`src/pkg/piv_pkg.sv`:
```
// shared constants and types for the priority interrupt vectoring block
package piv_pkg;

  // ------------------------------------------------------------
  // source and vector counts
  // ------------------------------------------------------------
  localparam int unsigned NUM_SRC = 32;
  localparam int unsigned NUM_VEC = 10;
  localparam int unsigned VEC_IDX_W = 4;
  localparam int unsigned VEC_ADDR_W = 20;

  // ------------------------------------------------------------
  // vector addresses: first vector plus a fixed stride
  // ------------------------------------------------------------
  localparam logic [VEC_ADDR_W-1:0] VEC_BASE_ADDR = 20'h00003;
  localparam logic [VEC_ADDR_W-1:0] VEC_STRIDE = 20'h00008;
  // number of vectors that may be raised to the highest level
  localparam int unsigned NUM_TOP_VEC = 2;

  // ------------------------------------------------------------
  // source bit positions on the request bus
  // ------------------------------------------------------------
  localparam int unsigned SRC_EXT_A = 0;    // ext_irq_a, vector 0
  localparam int unsigned SRC_EXT_B = 1;    // ext_irq_b, vector 1
  localparam int unsigned SRC_EXT_C = 2;    // vector 2
  localparam int unsigned SRC_CAP_LO = 3;   // capture_timer_low_half
  localparam int unsigned SRC_EXT_E = 4;    // ext_irq_group_e
  localparam int unsigned SRC_USB_ACT = 5;  // usb bus active
  localparam int unsigned SRC_EXT_D = 6;    // vector 3
  localparam int unsigned SRC_EXT_F = 7;    // ext_irq_group_f
  localparam int unsigned SRC_BASE_TMR = 8; // base timer
  localparam int unsigned SRC_CAP_HI = 9;   // vector 4
  localparam int unsigned SRC_EXT_G = 10;
  localparam int unsigned SRC_PWM_LO = 11;  // vector 5
  localparam int unsigned SRC_PWM_HI = 12;
  localparam int unsigned SRC_EXT_H = 13;
  localparam int unsigned SRC_SER0 = 14;    // vector 6
  localparam int unsigned SRC_USB_RST = 15;
  localparam int unsigned SRC_USB_SUSP = 16;
  localparam int unsigned SRC_UART_RX = 17;
  localparam int unsigned SRC_SER1 = 18;    // vector 7
  localparam int unsigned SRC_USB_EP = 19;
  localparam int unsigned SRC_USB_SOF = 20;
  localparam int unsigned SRC_SER4 = 21;
  localparam int unsigned SRC_UART_TX = 22;
  localparam int unsigned SRC_AUDIO = 23;   // audio_port_irq
  localparam int unsigned SRC_ADC = 24;     // vector 8
  localparam int unsigned SRC_TMR6 = 25;
  localparam int unsigned SRC_TMR7 = 26;
  localparam int unsigned SRC_PORT0 = 27;   // vector 9
  localparam int unsigned SRC_PWM0 = 28;
  localparam int unsigned SRC_PWM1 = 29;
  localparam int unsigned SRC_TMR4 = 30;
  localparam int unsigned SRC_TMR5 = 31;

  // vector index that owns each source, packed 4 bits per source
  localparam logic [NUM_SRC*VEC_IDX_W-1:0] SRC_TO_VEC = {
    4'h9, 4'h9, 4'h9, 4'h9, 4'h9, 4'h8, 4'h8, 4'h8,
    4'h7, 4'h7, 4'h7, 4'h7, 4'h7, 4'h7, 4'h6, 4'h6,
    4'h6, 4'h6, 4'h5, 4'h5, 4'h5, 4'h4, 4'h4, 4'h3,
    4'h3, 4'h3, 4'h2, 4'h2, 4'h2, 4'h2, 4'h1, 4'h0
  };

  // ------------------------------------------------------------
  // levels, encoded so that a larger code outranks a smaller one
  // ------------------------------------------------------------
  typedef enum logic [1:0] {
    PIV_LVL_NONE    = 2'h0,
    PIV_LVL_LOW     = 2'h1,
    PIV_LVL_HIGH    = 2'h2,
    PIV_LVL_HIGHEST = 2'h3
  } piv_level_t;

  // nesting depth of the in-service stack: one slot per level
  localparam int unsigned SVC_DEPTH = 3;

  // ------------------------------------------------------------
  // standby mode encoding, one-hot
  // ------------------------------------------------------------
  typedef enum logic [3:0] {
    PIV_RUN       = 4'h1,
    PIV_HALT      = 4'h2,
    PIV_HOLD      = 4'h4,
    PIV_XTAL_HOLD = 4'h8
  } piv_stby_t;

endpackage : piv_pkg

```
`src/design/piv_arbiter.sv`:
```
// priority interrupt vectoring: source gathering, level arbiter, nesting, standby exit
`timescale 1ns/1ns

// Functional notes
// three levels exist; highest beats high, high beats low
// while in service, refuse requests at or below the running level
// simultaneous requests: the highest level wins
// equal levels: the smallest vector address wins
// thirty-two sources are ORed onto ten vectors
// first two vectors belong to ext_irq_a and ext_irq_b, highest or low
// other eight vectors, stride eight, may be high or low only
// halt ends on reset or any accepted interrupt
// hold ends on reset pin, chosen pin level, port 0, usb bus active
// crystal hold also ends on a base timer interrupt
// refused requests stay pending and rearbitrate after the return
module piv_arbiter
  import piv_pkg::*;
(
  // clock and reset
  input  wire logic                    sys_clk_i,
  input  wire logic                    sys_rst_i,
  // request sources, levels held by the peripherals until serviced
  input  wire logic [NUM_SRC-1:0]      src_req_i,
  input  wire logic [NUM_SRC-1:0]      src_en_i,
  // level selection per vector: 1 raises it to its upper level
  input  wire logic [NUM_VEC-1:0]      vec_lvl_up_i,
  // core handshake
  input  wire logic                    core_ack_i,
  input  wire logic                    core_reti_i,
  // standby control from the core
  input  wire logic                    halt_enter_i,
  input  wire logic                    hold_enter_i,
  input  wire logic                    xhold_enter_i,
  input  wire logic                    rst_pin_low_i,
  input  wire logic                    hold_pin_lvl_i,
  // interrupt to the core
  output logic                         irq_o,
  output logic [VEC_ADDR_W-1:0]        irq_vec_addr_o,
  output logic [1:0]                   irq_lvl_o,
  // nesting and standby state
  output logic [1:0]                   svc_lvl_o,
  output logic [NUM_VEC-1:0]           vec_pend_o,
  output logic                         stby_halt_o,
  output logic                         stby_hold_o,
  output logic                         stby_xhold_o,
  output logic                         stby_wake_o
);

  // ------------------------------------------------------------
  // source gathering
  // ------------------------------------------------------------
  logic [NUM_VEC-1:0] vec_req;
  logic [1:0]         vec_lvl [NUM_VEC];

  // any enabled source of a group raises its vector; the source stays
  // asserted until software clears it, so a refused request is held
  always_comb begin
    vec_req = '0;
    for (int s = 0; s < NUM_SRC; s++) begin
      if (src_req_i[s] && src_en_i[s]) begin
        vec_req[SRC_TO_VEC[s*VEC_IDX_W +: VEC_IDX_W]] = 1'b1;
      end
    end
  end

  // per-vector level: upper level differs between the first two and the rest
  genvar v;
  generate
    for (v = 0; v < NUM_VEC; v++) begin : g_lvl
      if (v < NUM_TOP_VEC) begin : g_top
        assign vec_lvl[v] = vec_lvl_up_i[v] ? PIV_LVL_HIGHEST : PIV_LVL_LOW;
      end else begin : g_grp
        assign vec_lvl[v] = vec_lvl_up_i[v] ? PIV_LVL_HIGH : PIV_LVL_LOW;
      end
    end
  endgenerate

  // ------------------------------------------------------------
  // arbitration
  // ------------------------------------------------------------
  logic                 win_vld;
  logic [VEC_IDX_W-1:0] win_idx;
  logic [1:0]           win_lvl;

  // strictly greater replaces, so the lower index is kept on a tie
  always_comb begin
    win_vld = 1'b0;
    win_idx = '0;
    win_lvl = PIV_LVL_NONE;
    for (int i = 0; i < NUM_VEC; i++) begin
      if (vec_req[i] && (vec_lvl[i] > win_lvl)) begin
        win_vld = 1'b1;
        win_idx = VEC_IDX_W'(i);
        win_lvl = vec_lvl[i];
      end
    end
  end

  // ------------------------------------------------------------
  // in-service stack and request to the core
  // ------------------------------------------------------------
  logic [1:0]            svc_stk_r [SVC_DEPTH];
  logic [1:0]            svc_stk_nxt [SVC_DEPTH];
  logic [1:0]            svc_ptr_r;
  logic [1:0]            svc_ptr_nxt;
  logic                  irq_r;
  logic                  irq_nxt;
  logic [VEC_ADDR_W-1:0] addr_r;
  logic [VEC_ADDR_W-1:0] addr_nxt;
  logic [1:0]            lvl_r;
  logic [1:0]            lvl_nxt;
  logic [1:0]            cur_lvl;
  logic                  accept;

  // level currently running: top of stack, none when empty
  assign cur_lvl = (svc_ptr_r == 2'h0) ? PIV_LVL_NONE : svc_stk_r[svc_ptr_r - 2'h1];
  // only a strictly higher level may interrupt the routine in service
  assign accept  = win_vld && (win_lvl > cur_lvl);

  always_comb begin
    svc_stk_nxt = svc_stk_r;
    svc_ptr_nxt = svc_ptr_r;
    irq_nxt     = accept;
    addr_nxt    = addr_r;
    lvl_nxt     = lvl_r;
    if (accept) begin
      addr_nxt = VEC_BASE_ADDR + VEC_ADDR_W'(win_idx) * VEC_STRIDE;
      lvl_nxt  = win_lvl;
    end
    // the core takes the vector shown this cycle; push its level
    if (core_ack_i && irq_r && (svc_ptr_r < 2'(SVC_DEPTH))) begin
      svc_stk_nxt[svc_ptr_r] = lvl_r;
      svc_ptr_nxt            = svc_ptr_r + 2'h1;
      irq_nxt                = 1'b0;
    end else if (core_reti_i && (svc_ptr_r != 2'h0)) begin
      // popping lowers the bar; a held request then wins again
      svc_ptr_nxt = svc_ptr_r - 2'h1;
      irq_nxt     = 1'b0;
    end
  end

  always_ff @(posedge sys_clk_i or posedge sys_rst_i) begin
    if (sys_rst_i) begin
      for (int k = 0; k < SVC_DEPTH; k++) begin
        svc_stk_r[k] <= PIV_LVL_NONE;
      end
      svc_ptr_r <= 2'h0;
      irq_r     <= 1'b0;
      addr_r    <= '0;
      lvl_r     <= PIV_LVL_NONE;
    end else begin
      svc_stk_r <= svc_stk_nxt;
      svc_ptr_r <= svc_ptr_nxt;
      irq_r     <= irq_nxt;
      addr_r    <= addr_nxt;
      lvl_r     <= lvl_nxt;
    end
  end

  // ------------------------------------------------------------
  // standby modes
  // ------------------------------------------------------------
  piv_stby_t stby_r;
  piv_stby_t stby_nxt;
  logic      hold_wake;
  logic      xhold_wake;
  logic      wake;

  // hold keeps no clock, so only pin levels and latched sources wake it
  assign hold_wake  = rst_pin_low_i || hold_pin_lvl_i
                      || src_req_i[SRC_PORT0] || src_req_i[SRC_USB_ACT];
  assign xhold_wake = hold_wake || src_req_i[SRC_BASE_TMR];

  always_comb begin
    stby_nxt = stby_r;
    wake     = 1'b0;
    unique case (stby_r)
      PIV_RUN: begin
        if (xhold_enter_i) begin
          stby_nxt = PIV_XTAL_HOLD;
        end else if (hold_enter_i) begin
          stby_nxt = PIV_HOLD;
        end else if (halt_enter_i) begin
          stby_nxt = PIV_HALT;
        end
      end
      PIV_HALT: begin
        if (rst_pin_low_i || accept) begin
          stby_nxt = PIV_RUN;
          wake     = 1'b1;
        end
      end
      PIV_HOLD: begin
        if (hold_wake) begin
          stby_nxt = PIV_RUN;
          wake     = 1'b1;
        end
      end
      PIV_XTAL_HOLD: begin
        if (xhold_wake) begin
          stby_nxt = PIV_RUN;
          wake     = 1'b1;
        end
      end
      default: begin
        stby_nxt = PIV_RUN;
      end
    endcase
  end

  logic wake_r;

  always_ff @(posedge sys_clk_i or posedge sys_rst_i) begin
    if (sys_rst_i) begin
      stby_r <= PIV_RUN;
      wake_r <= 1'b0;
    end else begin
      stby_r <= stby_nxt;
      wake_r <= wake;
    end
  end

  // ------------------------------------------------------------
  // outputs
  // ------------------------------------------------------------
  assign irq_o          = irq_r;
  assign irq_vec_addr_o = addr_r;
  assign irq_lvl_o      = lvl_r;
  assign svc_lvl_o      = cur_lvl;
  assign vec_pend_o     = vec_req;
  assign stby_halt_o    = (stby_r == PIV_HALT);
  assign stby_hold_o    = (stby_r == PIV_HOLD);
  assign stby_xhold_o   = (stby_r == PIV_XTAL_HOLD);
  assign stby_wake_o    = wake_r;

endmodule : piv_arbiter

```
`config.mk`:
```
export PLATFORM = sky130hd
export DESIGN_NAME = piv_arbiter
export DESIGN_NICKNAME = d
export VERILOG_FILES = /design/src/pkg/piv_pkg.sv /design/src/design/piv_arbiter.sv
export SDC_FILE = /design/constraint.sdc
export NUM_CORES = 1
export LEC_CHECK = 0
export BUFFER_PORTS_ARGS = -buffer_cell sky130_fd_sc_hd__clkbuf_2
export CAP_MARGIN = 10
export CORE_AREA = 5 5 75 77
export DETAILED_ROUTE_END_ITERATION = 10
export DIE_AREA = 0 0 80 82
export GPL_TIMING_DRIVEN = 0
export MAX_ROUTING_LAYER = met4
export PLACE_DENSITY = 0.84
export SLEW_MARGIN = 20
export SYNTH_ARGS = -nofsm -noshare
export SYNTH_HDL_FRONTEND = slang
export SYNTH_SLANG_ARGS = --single-unit
```
`constraint.sdc`:
```
create_clock -name sys_clk_i -period 7.9 [get_ports sys_clk_i]
set_input_delay 1.58 -clock sys_clk_i [delete_from_list [all_inputs] [get_ports sys_clk_i]]
set_output_delay 1.58 -clock sys_clk_i [all_outputs]
set_load 0.03 [all_outputs]
```
==> out/results.txt <==
Status = finished with violations
Violated checks = negative setup slack
Yosys reg bits = 21
Crit path from = src_en_i[0]
Family with the most delay on the worst path = compound AO/OA/AOI/OAI gates
Fin crit share = 139%
Final Hold Vio Count = 0
Post-synth design cell area = 2310 µm²
DRC Markers = 0
Clk sink count = 21
Max incr delay on CP = 0.44 ns
Hold slack = 0.501 ns
Initial core utilization = 46.8%
Post-CTS Hold Buffers = 0
Post-synth top flop = dfrtp_1
PwrDens = 283 nW/µm²
Clk Latency, worst-skew pair = 0.26 ns
Warnings from Yosys = 0
Critical Path AT = 11.14 ns
CTS tree = built
DRT Wirelength = 7280 µm
CP endpoint kind = register
First-pass GRT wire length = 11000 µm
Part of the Yosys area used for sequential elements = 22.8%
Yosys top cell by area = dfrtp_1
Top-count cell post-synth = nand2_1
Die Width = 80 µm
Ys async rst share = 100%
Fin worst setup slack = -3.10 ns
Critical R2R Launch = svc_ptr_r[0]
Number of synthesized flops with an enable pin = 0
GPL Wtd Cong = 0.843
Synth cell types = 69
CTS clk-pin slew, worst paths = 0.07 ns
Worst hold start = irq_vec_addr_o[1]
Crit path max fanout = 7
Dpl hpwl = 5250 µm
Port Buffer Count = 107
Final count of negative-setup-slack endpoints = 11
Fmax = 0.0909 GHz
CP startpoint kind = primary input
Tightest Hold Check Type = reg2reg
Vias = 2770
Fill cells = 352
Area of the core = 4940 µm²
Synth top area share = 21.6%
Root buffer cell = clkbuf_8
Unrepaired setup endpoints after global routing = yes
WP buf/inv = 2
Post-Syn Area per Cell = 8.73 µm²
Layout cells sized above 1 = 54.5%
Synthesized instance count = 265
Number of global-route vias before repair = 2565
Iter 0 DRT Violations = 79
Final #Nets = 531
Via density = 5.53
Routed length per instance = 14.5 µm
Synth area leaders = dfrtp_1 (22%), ha_1 (8.6%), buf_4 (4.9%), mux2_2 (4.4%), a21oi_1 (3.7%)
Tot Pwr = 1.04 mW
Drt pass-1 iters = 4
Largest net degree at the start of global routing = 22
Kind of critical path = in2reg
CP most frequent cell = ha_4
Max-cap viol count = 0
H-tree Lvls = 1
Final min period = 11.00 ns
Final Slew Violations = 0
Leak = 1.81 nW
ANT nets after route = 0
Row Count = 26
VDD IR max = 0.154 mV
Remaining global-route overflow = 0
Critical-path top delay cell = a2111oi_2
Worst Max-Slew Pin Slew = 1.16 ns
Util after Layout = 74.3%
Maximum buffer depth of the clock tree = 2
Worst slew margin = 22.7%
N_diodes = 0
Die Area = 6560 µm²
Setup Skew = 0.00438 ns
Initial antenna violation count = 0
Ports = 122
P&R area growth vs syn = 58.7%
CTS Buf Count = 3
Most frequent cells after synthesis = nand2_1 (22), dfrtp_1 (20), a21oi_1 (17), inv_1 (17), ha_1 (16)
Crit path required time = 8.04 ns
Die Ht = 82 µm
Gr usage total = 20.9%
## final timing paths
| kind | endpoint | slack, ns | cells past startpoint |
|---|---|---|---|
| min | irq_vec_addr_o[1] | 0.50 | 1 |
| min reg2reg | irq_vec_addr_o[1] | 0.50 | 1 |
| max reg2reg | irq_lvl_o[0] | 5.26 | 9 |
| max in group asynchronous | svc_stk_r[1] | 6.00 | 2 |
| max | irq_lvl_o[0] | -3.10 | 49 |
| min in group asynchronous | stby_r[3] | 1.42 | 2 |
## registers in the layout, summed over array words and instances (netlist names)
name            cells
svc_stk_r           6
irq_vec_addr_o      5
stby_r              4
irq_lvl_o           2
svc_ptr_r           2
irq_o               1
stby_wake_o         1
## cell families after synthesis
family / count (synthesis) / share of synthesized area [%]
compound gates: 91 / 31.0
xor+xnor: 1 / 0.378
fa+ha+maj: 18 / 9.51
buf+inv: 37 / 8.92
flops: 21 / 22.8
mux: 16 / 8.27
other cells: 1 / 0.162
simple gates: 80 / 19.0
## layout by cell type, fill, tap and decap left out, types with 5 or more instances in the layout
master	count
a21oi_1	11
dfrtp_1	20
nand2_1	19
nor2_1	6
nand3_1	5
mux2_2	8
ha_1	8
buf_4	57
a21o_1	5
a21oi_2	5
conb_1	14
mux2_4	5
o21ai_0	6
clkbuf_1	5
inv_1	16
clkbuf_2	104
a22oi_1	11
nand2b_1	5
ha_4	7
## cell type report
type / instances / area (µm²) / share of cell area (%)
Buffer: 19 / 128 / 3.47
Clock buffer: 4 / 45.0 / 1.23
Sequential cell: 21 / 527 / 14.3
Multi-Input combinational cell: 220 / 1930 / 52.6
Timing Repair Buffer: 150 / 892 / 24.3
Inverter: 17 / 63.8 / 1.74
Tap cell: 70 / 87.6 / 2.38
## routing by layer
| layer | wire length, µm | GRT usage, % | vias up |
|---|---|---|---|
| met5 | 0 | - | - |
| met4 | 152 | 6.76 | 0 |
| met3 | 385 | 2.52 | 15 |
| met2 | 3830 | 37.9 | 87 |
| met1 | 2910 | 24.1 | 1329 |
| li1 | - | - | 1339 |
## where the power goes
part / switching [mW] / internal [mW]
sequential: 0.0346 / 0.157
clock: 0.0318 / 0.0359
combinational: 0.396 / 0.385
total: 0.462 / 0.579
## per-stage QoR
step	cells	worst slack (ns)	instance area [µm²]	setup TNS [ns]
final	501	-3.10	3670	-33.29
after global routing	501	-3.51	3670	-37.82
after CTS	489	-2.94	3500	-31.63
after detailed placement	455	-4.39	3150	-46.75
after global placement	455	-4.15	3150	-44.13
after floorplan	278	-3.32	2530	-34.83
## what timing repair did
action | in CTS | in global routing
setup buffers | 31 | 13
pin swaps | 25 | 13
resized for setup | 17 | 16
endpoints found under the setup margin | 11 | 11
Power figures use the tool's default switching activity.
